**src/design/dpnv_cfg.svh**
```systemverilog
// constants of the serial digital potentiometer with nonvolatile store
`ifndef DPNV_CFG_SVH
`define DPNV_CFG_SVH

`define DPNV_WIPER_W        10
`define DPNV_WIPER_MAX      10'h3FF
`define DPNV_WIPER_MID      10'h200
`define DPNV_WIPER_ONE      10'h001
`define DPNV_USER_WORDS     14
`define DPNV_WORD_W         16
`define DPNV_ADDR_W         4
`define DPNV_NV_WIPER_IDX   4'h0
`define DPNV_USER_BASE      4'h1

// frame: command nibble, address nibble, data word, msb first
`define DPNV_FRAME_BITS     5'h18
`define DPNV_BITCNT_MAX     5'h1F

// command codes
`define DPNV_CMD_NOP        4'h0
`define DPNV_CMD_NV_TO_WIP  4'h1
`define DPNV_CMD_WIP_TO_NV  4'h2
`define DPNV_CMD_USER_WR    4'h3
`define DPNV_CMD_USER_RD    4'h4
`define DPNV_CMD_DEC_LOG    4'h5
`define DPNV_CMD_INC_LOG    4'h6
`define DPNV_CMD_DEC_LIN    4'h7
`define DPNV_CMD_INC_LIN    4'h8
`define DPNV_CMD_WIP_RD     4'h9
`define DPNV_CMD_WIP_WR     4'hB

// timing, in microseconds, and clock rate
`define DPNV_CLK_MHZ        100
`define DPNV_NV_WRITE_US    25000
`define DPNV_NV_READ_US     1
`define DPNV_RDY_PULSE_US   1

`endif

```
**src/design/dpnv_pkg.sv**
```systemverilog
// types of the serial digital potentiometer with nonvolatile store
`include "dpnv_cfg.svh"
package dpnv_pkg;

    typedef struct packed {
        logic [3:0]                 cmd;
        logic [`DPNV_ADDR_W-1:0]    addr;
        logic [`DPNV_WORD_W-1:0]    data;
    } dpnv_frame_t;

    typedef struct packed {
        logic sck;
        logic cs_n;
        logic sdi;
    } dpnv_link_t;

    typedef enum logic [2:0] {
        DPNV_RESTORE,
        DPNV_IDLE,
        DPNV_NV_WRITE,
        DPNV_NV_READ,
        DPNV_RDY_PULSE
    } dpnv_state_t;

endpackage

```
**src/design/dpnv_pin_sync.sv**
```systemverilog
// two-stage synchroniser for the link pins
`timescale 1ns/1ns
module dpnv_pin_sync
    import dpnv_pkg::*;
(
    input  wire logic       clk_in,
    input  wire logic       reset_in,
    input  wire dpnv_link_t pins_in,
    output dpnv_link_t      pins_out
);
    dpnv_link_t meta_r;
    dpnv_link_t sync_r;

    // idle link levels after reset: clock low, select high
    always_ff @(posedge clk_in) begin
        if (reset_in) begin
            meta_r <= '{sck: 1'b0, cs_n: 1'b1, sdi: 1'b0};
            sync_r <= '{sck: 1'b0, cs_n: 1'b1, sdi: 1'b0};
        end else begin
            meta_r <= pins_in;
            sync_r <= meta_r;
        end
    end

    assign pins_out = sync_r;
endmodule

```
**src/design/dpnv_top.sv**
```systemverilog
// command interpreter, wiper register and nonvolatile store
`timescale 1ns/1ns
`include "dpnv_cfg.svh"
module dpnv_top
    import dpnv_pkg::*;
#(
    parameter int unsigned USER_WORDS   = `DPNV_USER_WORDS,
    parameter int unsigned WRITE_CYCLES = `DPNV_NV_WRITE_US * `DPNV_CLK_MHZ,
    parameter int unsigned READ_CYCLES  = `DPNV_NV_READ_US * `DPNV_CLK_MHZ,
    parameter int unsigned PULSE_CYCLES = `DPNV_RDY_PULSE_US * `DPNV_CLK_MHZ
)
(
    input  wire logic                      clk_in,
    input  wire logic                      reset_in,
    input  wire logic                      sck_in,
    input  wire logic                      cs_n_in,
    input  wire logic                      sdi_in,
    output logic                           sdo_out,
    output logic                           sdo_oe_out,
    output logic                           ready_n_out,
    output logic                           ready_n_oe_out,
    output logic                           busy_out,
    output logic [`DPNV_WIPER_W-1:0]       wiper_out
);
    localparam int unsigned NV_DEPTH = USER_WORDS + 1;

    // pin synchronisation
    dpnv_link_t pins_raw;
    dpnv_link_t pins_s;

    assign pins_raw = '{sck: sck_in, cs_n: cs_n_in, sdi: sdi_in};

    dpnv_pin_sync u_sync (
        .clk_in   (clk_in),
        .reset_in (reset_in),
        .pins_in  (pins_raw),
        .pins_out (pins_s)
    );

    // edge detection on the synchronised levels only
    logic sck_prev_r;
    logic cs_prev_r;
    logic sck_rise;
    logic sck_fall;
    logic cs_fall;
    logic cs_rise;

    always_ff @(posedge clk_in) begin
        if (reset_in) begin
            sck_prev_r <= 1'b0;
            cs_prev_r  <= 1'b1;
        end else begin
            sck_prev_r <= pins_s.sck;
            cs_prev_r  <= pins_s.cs_n;
        end
    end

    assign sck_rise = pins_s.sck & ~sck_prev_r & ~pins_s.cs_n;
    assign sck_fall = ~pins_s.sck & sck_prev_r & ~pins_s.cs_n;
    assign cs_fall  = ~pins_s.cs_n & cs_prev_r;
    assign cs_rise  = pins_s.cs_n & ~cs_prev_r;

    // receive shifter: data taken on rising clock, msb first
    dpnv_frame_t             rx_r;
    logic [4:0]              bitcnt_r;
    logic                    frame_ok;
    dpnv_frame_t             readback_r;
    logic [$bits(dpnv_frame_t)-1:0] tx_r;

    always_ff @(posedge clk_in) begin
        if (reset_in) begin
            rx_r     <= '0;
            bitcnt_r <= 5'h00;
        end else if (cs_fall) begin
            bitcnt_r <= 5'h00;
        end else if (sck_rise) begin
            rx_r <= {rx_r[$bits(dpnv_frame_t)-2:0], pins_s.sdi};
            // saturate so an overlong frame is never mistaken for a good one
            if (bitcnt_r != `DPNV_BITCNT_MAX)
                bitcnt_r <= bitcnt_r + 5'h01;
        end
    end

    // only frames of exactly the expected length are acted upon
    assign frame_ok = cs_rise && (bitcnt_r == `DPNV_FRAME_BITS);

    // transmit shifter: readback loaded at select, shifted on falling clock
    always_ff @(posedge clk_in) begin
        if (reset_in) begin
            tx_r <= '0;
        end else if (cs_fall) begin
            tx_r <= readback_r;
        end else if (sck_fall) begin
            tx_r <= {tx_r[$bits(dpnv_frame_t)-2:0], 1'b0};
        end
    end

    // data line driven only while selected
    always_ff @(posedge clk_in) begin
        if (reset_in) begin
            sdo_out    <= 1'b0;
            sdo_oe_out <= 1'b0;
        end else begin
            sdo_out    <= tx_r[$bits(dpnv_frame_t)-1];
            sdo_oe_out <= ~pins_s.cs_n;
        end
    end

    // wiper step arithmetic, saturating at both ends
    function automatic logic [`DPNV_WIPER_W-1:0] wiper_step(
        input logic [`DPNV_WIPER_W-1:0] w,
        input logic                     up,
        input logic                     log_mode
    );
        logic [`DPNV_WIPER_W-1:0] res;
        res = w;
        if (log_mode && up) begin
            // doubling is one 6 dB step; zero has to leave via one
            if (w == '0)
                res = `DPNV_WIPER_ONE;
            else if (w[`DPNV_WIPER_W-1])
                res = `DPNV_WIPER_MAX;
            else
                res = {w[`DPNV_WIPER_W-2:0], 1'b0};
        end else if (log_mode) begin
            res = {1'b0, w[`DPNV_WIPER_W-1:1]};
        end else if (up) begin
            if (w != `DPNV_WIPER_MAX)
                res = w + `DPNV_WIPER_ONE;
        end else begin
            if (w != '0)
                res = w - `DPNV_WIPER_ONE;
        end
        return res;
    endfunction

    // user address to store index; out-of-range addresses fold to none
    function automatic logic user_addr_ok(input logic [`DPNV_ADDR_W-1:0] a);
        return (32'(a) < USER_WORDS);
    endfunction

    // nonvolatile store: index 0 keeps the wiper, the rest are user words
    logic [`DPNV_WORD_W-1:0] nv_mem [NV_DEPTH];

    // factory content: wiper at mid-scale, user words clear
    initial begin
        for (int i = 0; i < NV_DEPTH; i++)
            nv_mem[i] = '0;
        nv_mem[0] = {{(`DPNV_WORD_W-`DPNV_WIPER_W){1'b0}}, `DPNV_WIPER_MID};
    end

    // control state
    dpnv_state_t              state_r;
    logic [31:0]              cnt_r;
    logic [`DPNV_ADDR_W-1:0]  op_idx_r;
    logic [`DPNV_WORD_W-1:0]  op_data_r;
    logic                     op_to_wiper_r;
    logic [`DPNV_WIPER_W-1:0] wiper_r;
    logic                     accept;
    logic                     cnt_done;

    // commands are taken only while idle; anything else is dropped
    assign accept   = frame_ok && (state_r == DPNV_IDLE);
    assign cnt_done = (cnt_r == 32'h0);
    assign busy_out = (state_r != DPNV_IDLE);

    // sequencer for restore, store timing and ready pulse
    always_ff @(posedge clk_in) begin
        if (reset_in) begin
            state_r <= DPNV_RESTORE;
            cnt_r   <= 32'h0;
        end else begin
            unique case (state_r)
                DPNV_RESTORE: begin
                    state_r <= DPNV_RDY_PULSE;
                    cnt_r   <= PULSE_CYCLES - 1;
                end
                DPNV_IDLE: begin
                    if (accept) begin
                        unique case (rx_r.cmd)
                            `DPNV_CMD_WIP_TO_NV: begin
                                state_r <= DPNV_NV_WRITE;
                                cnt_r   <= WRITE_CYCLES - 1;
                            end
                            `DPNV_CMD_USER_WR: begin
                                if (user_addr_ok(rx_r.addr)) begin
                                    state_r <= DPNV_NV_WRITE;
                                    cnt_r   <= WRITE_CYCLES - 1;
                                end
                            end
                            `DPNV_CMD_NV_TO_WIP,
                            `DPNV_CMD_USER_RD: begin
                                state_r <= DPNV_NV_READ;
                                cnt_r   <= READ_CYCLES - 1;
                            end
                            default: begin
                                state_r <= DPNV_IDLE;
                            end
                        endcase
                    end
                end
                DPNV_NV_WRITE: begin
                    // the whole write interval is spent busy
                    if (cnt_done) begin
                        state_r <= DPNV_RDY_PULSE;
                        cnt_r   <= PULSE_CYCLES - 1;
                    end else begin
                        cnt_r <= cnt_r - 32'h1;
                    end
                end
                DPNV_NV_READ: begin
                    if (cnt_done) begin
                        state_r <= DPNV_RDY_PULSE;
                        cnt_r   <= PULSE_CYCLES - 1;
                    end else begin
                        cnt_r <= cnt_r - 32'h1;
                    end
                end
                DPNV_RDY_PULSE: begin
                    if (cnt_done)
                        state_r <= DPNV_IDLE;
                    else
                        cnt_r <= cnt_r - 32'h1;
                end
            endcase
        end
    end

    // operation latch: what the pending store or read acts on
    always_ff @(posedge clk_in) begin
        if (reset_in) begin
            op_idx_r      <= `DPNV_NV_WIPER_IDX;
            op_data_r     <= '0;
            op_to_wiper_r <= 1'b1;
        end else if (state_r == DPNV_RESTORE) begin
            op_idx_r      <= `DPNV_NV_WIPER_IDX;
            op_to_wiper_r <= 1'b1;
        end else if (accept) begin
            unique case (rx_r.cmd)
                `DPNV_CMD_WIP_TO_NV: begin
                    op_idx_r  <= `DPNV_NV_WIPER_IDX;
                    op_data_r <= {{(`DPNV_WORD_W-`DPNV_WIPER_W){1'b0}}, wiper_r};
                end
                `DPNV_CMD_NV_TO_WIP: begin
                    op_idx_r      <= `DPNV_NV_WIPER_IDX;
                    op_to_wiper_r <= 1'b1;
                end
                `DPNV_CMD_USER_WR: begin
                    op_idx_r  <= rx_r.addr + `DPNV_USER_BASE;
                    op_data_r <= rx_r.data;
                end
                `DPNV_CMD_USER_RD: begin
                    op_idx_r      <= rx_r.addr + `DPNV_USER_BASE;
                    op_to_wiper_r <= 1'b0;
                end
                default: begin
                    op_idx_r <= op_idx_r;
                end
            endcase
        end
    end

    // store commits at the end of the write interval, as real cells would
    always_ff @(posedge clk_in) begin
        if (state_r == DPNV_NV_WRITE && cnt_done)
            nv_mem[op_idx_r] <= op_data_r;
    end

    // wiper register: restore, direct load and step commands
    always_ff @(posedge clk_in) begin
        if (reset_in) begin
            wiper_r <= `DPNV_WIPER_MID;
        end else if (state_r == DPNV_RESTORE) begin
            wiper_r <= nv_mem[0][`DPNV_WIPER_W-1:0];
        end else if (state_r == DPNV_NV_READ && cnt_done && op_to_wiper_r) begin
            wiper_r <= nv_mem[0][`DPNV_WIPER_W-1:0];
        end else if (accept) begin
            unique case (rx_r.cmd)
                `DPNV_CMD_WIP_WR:  wiper_r <= rx_r.data[`DPNV_WIPER_W-1:0];
                `DPNV_CMD_INC_LOG: wiper_r <= wiper_step(wiper_r, 1'b1, 1'b1);
                `DPNV_CMD_DEC_LOG: wiper_r <= wiper_step(wiper_r, 1'b0, 1'b1);
                `DPNV_CMD_INC_LIN: wiper_r <= wiper_step(wiper_r, 1'b1, 1'b0);
                `DPNV_CMD_DEC_LIN: wiper_r <= wiper_step(wiper_r, 1'b0, 1'b0);
                default:           wiper_r <= wiper_r;
            endcase
        end
    end

    assign wiper_out = wiper_r;

    // readback word shifted out during the next frame
    always_ff @(posedge clk_in) begin
        if (reset_in) begin
            readback_r <= '0;
        end else if (state_r == DPNV_NV_READ && cnt_done && !op_to_wiper_r) begin
            readback_r.cmd  <= `DPNV_CMD_USER_RD;
            readback_r.addr <= op_idx_r - `DPNV_USER_BASE;
            // an address past the user area reads back as zero, never off the array
            readback_r.data <= user_addr_ok(op_idx_r - `DPNV_USER_BASE)
                               ? nv_mem[op_idx_r] : '0;
        end else if (accept && rx_r.cmd == `DPNV_CMD_WIP_RD) begin
            readback_r.cmd  <= `DPNV_CMD_WIP_RD;
            readback_r.addr <= '0;
            readback_r.data <= {{(`DPNV_WORD_W-`DPNV_WIPER_W){1'b0}}, wiper_r};
        end else if (accept && rx_r.cmd == `DPNV_CMD_USER_RD
                     && !user_addr_ok(rx_r.addr)) begin
            readback_r <= '0;
        end
    end

    // ready is open drain: pulled low for the pulse, released otherwise
    always_ff @(posedge clk_in) begin
        if (reset_in) begin
            ready_n_out    <= 1'b0;
            ready_n_oe_out <= 1'b0;
        end else begin
            ready_n_out    <= 1'b0;
            ready_n_oe_out <= (state_r == DPNV_RDY_PULSE);
        end
    end
endmodule

```
**config.mk**
```make
export PLATFORM = sky130hd
export DESIGN_NAME = dpnv_top
export DESIGN_NICKNAME = d
export VERILOG_FILES = /design/src/design/dpnv_pkg.sv /design/src/design/dpnv_pin_sync.sv /design/src/design/dpnv_top.sv
export VERILOG_INCLUDE_DIRS = /design/src /design/src/design
export SDC_FILE = /design/constraint.sdc
export NUM_CORES = 1
export LEC_CHECK = 0
export CORE_ASPECT_RATIO = 0.6
export CORE_UTILIZATION = 60
export DETAILED_ROUTE_END_ITERATION = 10
export DONT_BUFFER_PORTS = 1
export PLACE_DENSITY = 0.76
export SETUP_SLACK_MARGIN = 0.1
export SYNTH_ARGS = -nofsm -noshare
export SYNTH_HDL_FRONTEND = slang
export SYNTH_SLANG_ARGS = --single-unit
```
**constraint.sdc**
```tcl
create_clock -name clk_in -period 3.8 [get_ports clk_in]
set_clock_uncertainty 0.05 [all_clocks]
set_input_delay 0 -clock clk_in [delete_from_list [all_inputs] [get_ports clk_in]]
set_output_delay 0 -clock clk_in [all_outputs]
set_load 0.02 [all_outputs]
```
# Yosys cells after proc, flatten, opt, wreduce, memory -nomap -nowiden

Memories as Yosys holds them, arrays and structs flattened. A register that Yosys moved wholly into a read port is not among the register bits.
Cells that the tools add are included.
Widths: inputs -> output; s select.

Register bits: 153
Bits in writable memories: 240
Input port bits: 5
Output and inout bits: 15
Memories: 1

Memories:

| name   | words | bits a word | read ports | clocked after memory_dff | write ports | line            | source |
|---|---|---|---|---|---|---|---|
| nv_mem | 15    | 16          | 2          | 1                        | 1           | dpnv_top.sv:143 | `` logic [`DPNV_WORD_W-1:0] nv_mem [NV_DEPTH]; `` |

Add/sub/neg operators: 6
$lt $le $gt $ge: 2
Equality and inequality tests: 26
Mux-type cells: 33
Bitwise operators: 12
Reductions and logical operators: 38

Operator list:

| cell                  | number |
|---|---|
| $mux 32               | 4 |
| $pmux 32 s4           | 1 |
| $mux 24               | 4 |
| $pmux 32 s3           | 1 |
| $mux 10               | 7 |
| $pmux 10 s5           | 1 |
| $logic_not 32->1      | 1 |
| $pmux 16 s2           | 1 |
| $sub 32x1->32 const B | 1 |
| $mux 23               | 1 |
| $eq 4x3->1 const B    | 4 |
| $mux 16               | 1 |
| $reduce_or 2->1       | 7 |
| $eq 4x4->1 const B    | 3 |
| $mux 3                | 4 |
| $pmux 3 s4            | 1 |
| $reduce_and 4->1      | 3 |
| $add 10x1->10 const B | 1 |
| $logic_not 10->1      | 1 |
| $ne 10x10->1 const B  | 1 |
| $reduce_bool 10->1    | 1 |
| $reduce_bool 2->1     | 5 |
| $sub 10x1->10 const B | 1 |
| $logic_and 1x1->1     | 9 |
| 30 further kinds      | 53 |

# Longest topological paths before layout

Gate-level depths: netlist (run 1).

Depth after elaboration: 9
Mapped depth: 12
Mapped depth without buffers: 9

# Modules after synthesis

A second synthesis (run 1) with hierarchy kept.

Cell total of the unflattened synthesis: 1333
Area, all modules: 16872.4 um^2

Modules (own cells, without submodules):

| module        | times used | cells each | area an instance (um^2) |
|---|---|---|---|
| dpnv_top      | 1          | 1321       | 16714.8 |
| dpnv_pin_sync | 1          | 12         | 157.7 |

# Worst setup path after synthesis (run 1)

Ideal clock, no wire load.

Kind: register to register
Start: register cnt_r[0]
End: memory nv_mem[7][0] (netlist name) (enable)
Setup time: 389 ps
Arrival time: 2461 ps
Required time: 3361 ps
Setup slack: 900 ps
Stages on the path, launching flop included: 8
Path buffers: 0
Cell sequence: dfxtp_1 inv_1 ha_1 nor4b_2 nand4_1 nor3_2 nand4_1 nor2_1

Longest elaborated chain between the ends: 4

RTL lines:

| item                         | line            | source |
|---|---|---|
| start, declared              | dpnv_top.sv:154 | `logic [31:0] cnt_r;` |
| start signal, assigned       | dpnv_top.sv:176 | `cnt_r <= PULSE_CYCLES - 1;` |
| start signal, assigned       | dpnv_top.sv:183 | `cnt_r <= WRITE_CYCLES - 1;` |
| start signal, assigned       | dpnv_top.sv:188 | `cnt_r <= WRITE_CYCLES - 1;` |
| $logic_not 32->1             | dpnv_top.sv:164 | `assign cnt_done = (cnt_r == 32'h0);` |
| $logic_and 1x1->1            | dpnv_top.sv:265 | `if (state_r == DPNV_NV_WRITE && cnt_done)` |
| $mux 1                       | dpnv_top.sv:265 |  |
| $mux 1 (implied by the code) | dpnv_top.sv:266 | `nv_mem[op_idx_r] <= op_data_r;` |
| end, declared                | dpnv_top.sv:143 |  |

Every way passes these cells.

# Worst setup path in the final report (run 1)

Start: register cnt_r[0]
End: memory nv_mem[1][3] (netlist name) (enable)

Same word-level chain as after synthesis.

==> impl_metrics.csv, run 1 <==
group,metric,value,unit
sta,period_minus_slack,3221,ps
clock_tree,cts.clk_slew.worst_paths,70,ps
worst_hold_path,hp-class,"in2reg",
run,maxCapViolCount,0,
finish,drive_gt1_share,15.03,%
placement,portBuffers,0,
sta,slew_viol_final,0,
synth,synth_top_area_share,42.37,%
detailed_routing,finalWirelength,41530,um
power,irDropWorstVdd,0.0005375,V
clock_tree,clock_latency,540,ps
synth,synth-seq-cells,396,
synth,synth_area_leaders,"edfxtp_1 (42%), dfxtp_1 (18%), mux4_2 (8.5%)",
synth,synth-compound-area-share,10.27,%
sta,finalSetupViolCount,0,
synth,yosysWarnings,0,
synth,synthXorXnorAreaFrac,1.236,%
floorplanning,start_util,61.42,%
setup_path,startpoint_type,"flip-flop",
global_routing,grt_pass1_vias,10700,
clock_tree,cts_setup_buffers,0,
detailed_routing,final_antenna_net_count,0,
synth,synth_nets,1373,
synth,synth_fa_ha_area_share,0.7355,%
clock_tree,clockBufferDepth,3,
detailed_routing,drc,0,
floorplanning,die_width,219.4,um
clock_tree,clock-root-buffer,"clkbuf_16",
floorplanning,coreArea,27700,um^2
global_routing,grt_max_degree,133,
setup_path,path_class,"reg2reg",
global_routing,grt_pass1_wl,63840,um
finish,nets,1355,
power,p_leak,5.962,nW
detailed_routing,post_drt_wl_per_cell,23.98,um
floorplanning,chipHeight,132.4,um
clock_tree,cts_htree_levels,2,
floorplanning,pin_count,20,
synth,synthesis.instances,1358,
clock_tree,post_cts_resized,0,
clock_tree,cts_buffers,36,
placement,gp_congestion,0.9174,
setup_path,crit_path_max_fanout,16,
placement,place_hpwl,27750,um
clock_tree,cts_tree,"done",
synth,synth_area,17010,um^2
status,status,"complete, no violations",
synth,synth_top_cell_by_area,"edfxtp_1",
sta,worst_pin_slew,1155,ps
finish,area_growth,9.716,%
sta,hold_slack,40.14,ps
sta,rsz0062_at_grt,"no",
synth,synthFlopType,"edfxtp_1",
synth,synth_mux_area_share,11.18,%
setup_path,cp.required,3900,ps
clock_tree,clkSinkCount,396,
sta,period_share,84.77,%
detailed_routing,drt_pass1_iterations,5,
global_routing,grtUsageTotal,29.38,%
setup_path,worstPathArrival,3330,ps
detailed_routing,viasPerCell,6.591,
detailed_routing,drtIter0Drc,1395,
synth,synthArstFlopShare,0,%
synth,synth.most_common_cell,"edfxtp_1",
synth,synthSimpleGateAreaFrac,12.94,%
synth,synth_top_family_by_area,"simple AND/OR/NAND/NOR gates",
synth,yosys.cell_types.count,84,
floorplanning,dieArea,29050,um^2
setup_path,end_kind,"flip-flop",
synth,yosys-top-cells-count,"edfxtp_1 (240), dfxtp_1 (156), nand2_1 (134)",
floorplanning,core.rowCount,47,
sta,fin_setup_tns,0,ps
synth,synth_edf_count,240,
sta,hold_violations,0,
synth,ys_seq_area_share,60.72,%
synth,syn_area_per_cell,12.53,um^2
sta,fmax,310.4,MHz
sta,relSlewSlack,22.87,%
detailed_routing,vias,11420,
power,p_per_area,568.1,nW/um^2
global_routing,overflow,0,
global_routing,antenna_found_initial,1,
-- cell usage in the layout, fill, tap and decap left out, types with 10 or more instances in the layout --
master and instances:
edfxtp_1 240, dfxtp_1 153, nand2_1 134, nor2_1 92, a21oi_1 85, mux4_2 64
mux2i_1 46, o21ai_0 46, clkbuf_16 38, a211oi_1 34, buf_4 34, nor3_1 29
inv_1 23, a22oi_1 23, xnor2_1 18, nor4_1 17, nor2b_1 16, nand3_1 16
or3_1 14, nand2b_1 13, nand4_1 12, and2_1 10, ha_1 10
-- repair_timing --
item,4_1_cts,5_1_grt
hold buffers,6,0
endpoints found under the hold margin,147,0
setup endpoints to repair,0,0
-- worst max-delay path, cell delays in order (launching register included) --
cell and delay (ps):
dfxtp_1 340, inv_1 70, ha_1 220, nor4b_2 400, nand4_1 260, nor3_2 270
nand2_1 100, nor4_1 370, and2_1 750
-- kinds of logic (layout without fill, tap and decap cells) --
group / Yosys count / count (layout)
other: 1 / 2
AND/OR/NAND/NOR: 425 / 425
multiplexers: 110 / 110
AO/OA/AOI/OAI: 270 / 270
flip-flops: 396 / 396
adder cells (fa/ha/maj): 10 / 10
XOR/XNOR: 24 / 24
buffers and inverters: 122 / 128
-- sequential cells by signal, indices dropped and copies added (netlist names), 3 cells and up, named ones only --
register,count
state_r,3
op_data_r,16
rx_r,24
u_sync.meta_r,3
readback_r,22
tx_r,24
cnt_r,32
op_idx_r,4
u_sync.pins_out,3
bitcnt_r,5
nv_mem,240
wiper_out,10
-- final timing paths --
path | from | to | slack (ps) | cells after the start
worst max-delay path | cnt_r[0]$_SDFFE_PP0P_ | nv_mem[1][3]$_DFFE_PP_ | 580 | 8
worst min-delay path | reset_in | cnt_r[13]$_SDFFE_PP0P_ | 40 | 3
worst max register to register | cnt_r[0]$_SDFFE_PP0P_ | nv_mem[1][3]$_DFFE_PP_ | 580 | 8
worst min register to register | u_sync.meta_r[1]$_SDFF_PP1_ | u_sync.pins_out[1]$_SDFF_PP1_ | 360 | 1
-- routing by layer --
metal | GRT usage (%) | up-vias | part of all wire, %
met4 | 6.096 | 0 | 1.6
met3 | 9.540 | 55 | 13
met2 | 40.73 | 631 | 42
met5 | 0 | - | 0
li1 | - | 5102 | -
met1 | 45.20 | 5628 | 44
-- final cells by class --
cell class	count	area (um^2)
Clock buffer	47	1025
Antenna cell	1	2.502
Fill cell	1940	9034
Inverter	25	93.84
Multi-Input combinational cell	840	6232
Clock inverter	15	162.7
Sequential cell	396	10340
Timing Repair Buffer	41	352.8
Tap cell	367	459.2
-- power breakdown --
| part | internal [W] | leakage (nW) | switching, W |
|---|---|---|---|
| registers | 0.00466 | 3.49 | 0.000290 |
| logic | 0.000714 | 1.88 | 0.00126 |
| clock network | 0.00212 | 0.588 | 0.00157 |
-- stage by stage --
stage | cells | utilization (%) | cell area [um^2] | setup slack (ps) | total power, W
2_1_floorplan | 1358 | - | 17010 | 900.2 | 0.006436
3_3_place_gp | 1663 | 62.81 | 17400 | 784.8 | 0.006836
3_5_place_dp | 1663 | 62.81 | 17400 | 644.1 | 0.006885
4_1_cts | 1731 | 67.38 | 18660 | 613.1 | 0.01056
5_1_grt | 1731 | 67.38 | 18660 | 310.4 | 0.01098
6_report | 1732 | 67.38 | 18660 | 578.8 | 0.01060
Power figures use the tool's default switching activity.
==> inputs of run 2 (changes only) <==
- clock period: 3.8 -> 3.2 ns (I/O delays scaled with it)
==> impl_metrics.csv, run 2 (synthesis results as in run 1) <==
group,metric,value,unit
clock_tree,clkSinkCount,396,
floorplanning,dieArea,29050,um^2
placement,gp_congestion,0.9374,
clock_tree,cts_htree_levels,2,
power,power,0.01276,W
finish,multi_input_area,6247,um^2
worst_hold_path,worstHoldPathCells,2,
sta,relSlewSlack,39.83,%
clock_tree,clock_latency,550,ps
floorplanning,core.rowCount,47,
sta,period_share,91.59,%
placement,portBuffers,0,
finish,regArea,10340,um^2
sta,rsz0062_at_grt,"yes",
sta,period_minus_slack,2931,ps
clock_tree,clock-root-buffer,"clkbuf_16",
worst_hold_path,hp-class,"in2reg",
finish,layoutNonFillerInstCount,1759,
setup_path,crit_path_max_fanout,16,
placement,place_inst,1688,
setup_path,startpoint_type,"flip-flop",
power,power_switching,0.003802,W
finish,reg_top3,"nv_mem (240), cnt_r (32)",
setup_path,path_class,"reg2reg",
run,maxCapViolCount,0,
detailed_routing,drtIter0Drc,1797,
global_routing,grt_max_degree,134,
finish,regMostFlops,"nv_mem",
setup_path,worstSetupStartpoint,"cnt_r[1]$_SDFFE_PP0P_",
floorplanning,pin_count,20,
setup_path,cp.required,3370,ps
power,p_sw_share,29.80,%
finish,largest_register_ffs,240,
floorplanning,die_width,219.4,um
detailed_routing,finalWirelength,43470,um
power,p_per_area,676.5,nW/um^2
sta,worst_pin_slew,901.3,ps
finish,mostFrequentLayoutCell,"edfxtp_1",
global_routing,antenna_found_initial,6,
global_routing,grtUsageTotal,30.84,%
sta,fmax,341.2,MHz
detailed_routing,post_drt_wl_per_cell,24.71,um
detailed_routing,drt_pass1_iterations,6,
floorplanning,start_util,61.42,%
setup_path,worstPathArrival,3100,ps
power,seqPwrFrac,45.6,%
power,irDropWorstVdd,0.0005431,V
clock_tree,cts.clk_slew.worst_paths,70,ps
finish,fill_cells,1910,
clock_tree,clockBufferDepth,3,
clock_tree,cts_tree,"done",
clock_tree,cts_setup_buffers,0,
status,status,"complete, no violations",
setup_path,reg2reg_depth,9,
setup_path,rr_startpoint,"cnt_r[1]$_SDFFE_PP0P_",
clock_tree,cts_buffers,37,
power,p_int,0.008956,W
power,pwr-share-clk,34.8,%
power,combPwrFrac,19.6,%
setup_path,end_kind,"flip-flop",
global_routing,overflow,0,
detailed_routing,vias,11620,
global_routing,grt_pass1_wl,66140,um
finish,mostFrequentLayoutCells,"edfxtp_1 (240), dfxtp_1 (153), nand2_1 (134)",
placement,place_hpwl,29730,um
setup_path,crit_chain,"inv_1 > ha_1 > nor4b_2 > nand4_1 > nor3_2 > nand2_1 > nor3b_1 > and2_1 > buf_4",
detailed_routing,final_antenna_net_count,0,
floorplanning,chipHeight,132.4,um
sta,slew_viol_final,0,
sta,hold_violations,0,
sta,fin_setup_tns,0,ps
finish,drive_gt1_share,16.68,%
setup_path,max_stage_delay,420,ps
detailed_routing,drc,0,
setup_path,r2r_slack,270,ps
detailed_routing,viasPerCell,6.605,
finish,area_growth,10.87,%
setup_path,slowest_stage,"nor3b_1",
worst_hold_path,min-delay-start,"cs_n_in",
finish,nets,1380,
sta,finalSetupViolCount,0,
global_routing,grt_pass1_vias,10680,
floorplanning,coreArea,27700,um^2
power,p_leak,6.083,nW
run 2: changes by cell type in the layout (fill, tap and decap cells not counted), moves of 2 or more:
cell | previous run | this run
clkinv_2 | 7 | 5
inv_6 | 2 | 4
clkinv_1 | 2 | 4
buf_4 | 34 | 60
clkinvlp_4 | 1 | 3
run 2: power groups by stage:
stage / Combinational, W / Sequential (W) / Clock (W)
after detailed placement: 0.00235 / 0.00591 / 0
after global placement: 0.00233 / 0.00590 / 0
final: 0.00250 / 0.00582 / 0.00444
after floorplan: 0.00183 / 0.00582 / 0
after global routing: 0.00271 / 0.00584 / 0.00469
after CTS: 0.00241 / 0.00580 / 0.00448
run 2: routing by layer:
metal / up-vias / global-route usage, % / wire (um) / part of all wire [%]
met4: 4 / 5.864 / 643 / 1.5
met1: 5669 / 49.77 / 19160 / 44
met3: 75 / 10.80 / 6277 / 14
met5: - / 0 / 34 / 0.078
li1: 5160 / - / - / -
met2: 710 / 39.82 / 17350 / 40
run 2: critical path, delay by kind of cell (launching register included):
kind          cells  cell delay, ps
simple gates      6            1650
buf+inv           2             340
flops             1             330
fa+ha+maj         1             220
run 2: area by class of cell:
cell class	count	share of cell area, %
clock inverters	19	1.134
flip-flops and latches	396	54.80
diodes	1	0.01327
repair buffers	65	2.746
clock buffers	46	5.247
inverters	25	0.4975
multi-input cells	840	33.12
well taps	367	2.435
run 2: stage by stage:
| step | util, % | hold slack, ps | area (um^2) | setup WS (ps) |
|---|---|---|---|---|
| 2_1_floorplan | - | 53.81 | 17010 | 300.2 |
| 3_3_place_gp | 63.44 | 29.26 | 17570 | 433.6 |
| 3_5_place_dp | 63.44 | 32.71 | 17570 | 362.8 |
| 4_1_cts | 68.03 | 60.00 | 18840 | 305.7 |
| 5_1_grt | 68.09 | 61.36 | 18860 | 93.99 |
| 6_report | 68.09 | 69.18 | 18860 | 269.2 |
run 2: repair_timing:
action | CTS | global route
hold buffers | 5 | 0
endpoints found under the setup margin | 0 | 85
resized for setup | 0 | 3
endpoints found under the hold margin | 147 | 0
run 2: path summary, 6_finish.rpt:
check / endpoint
worst max-delay path: nv_mem[8][14]$_DFFE_PP_
worst min-delay path: u_sync.meta_r[1]$_SDFF_PP1_
worst max register to register: nv_mem[8][14]$_DFFE_PP_
worst min register to register: u_sync.pins_out[1]$_SDFF_PP1_
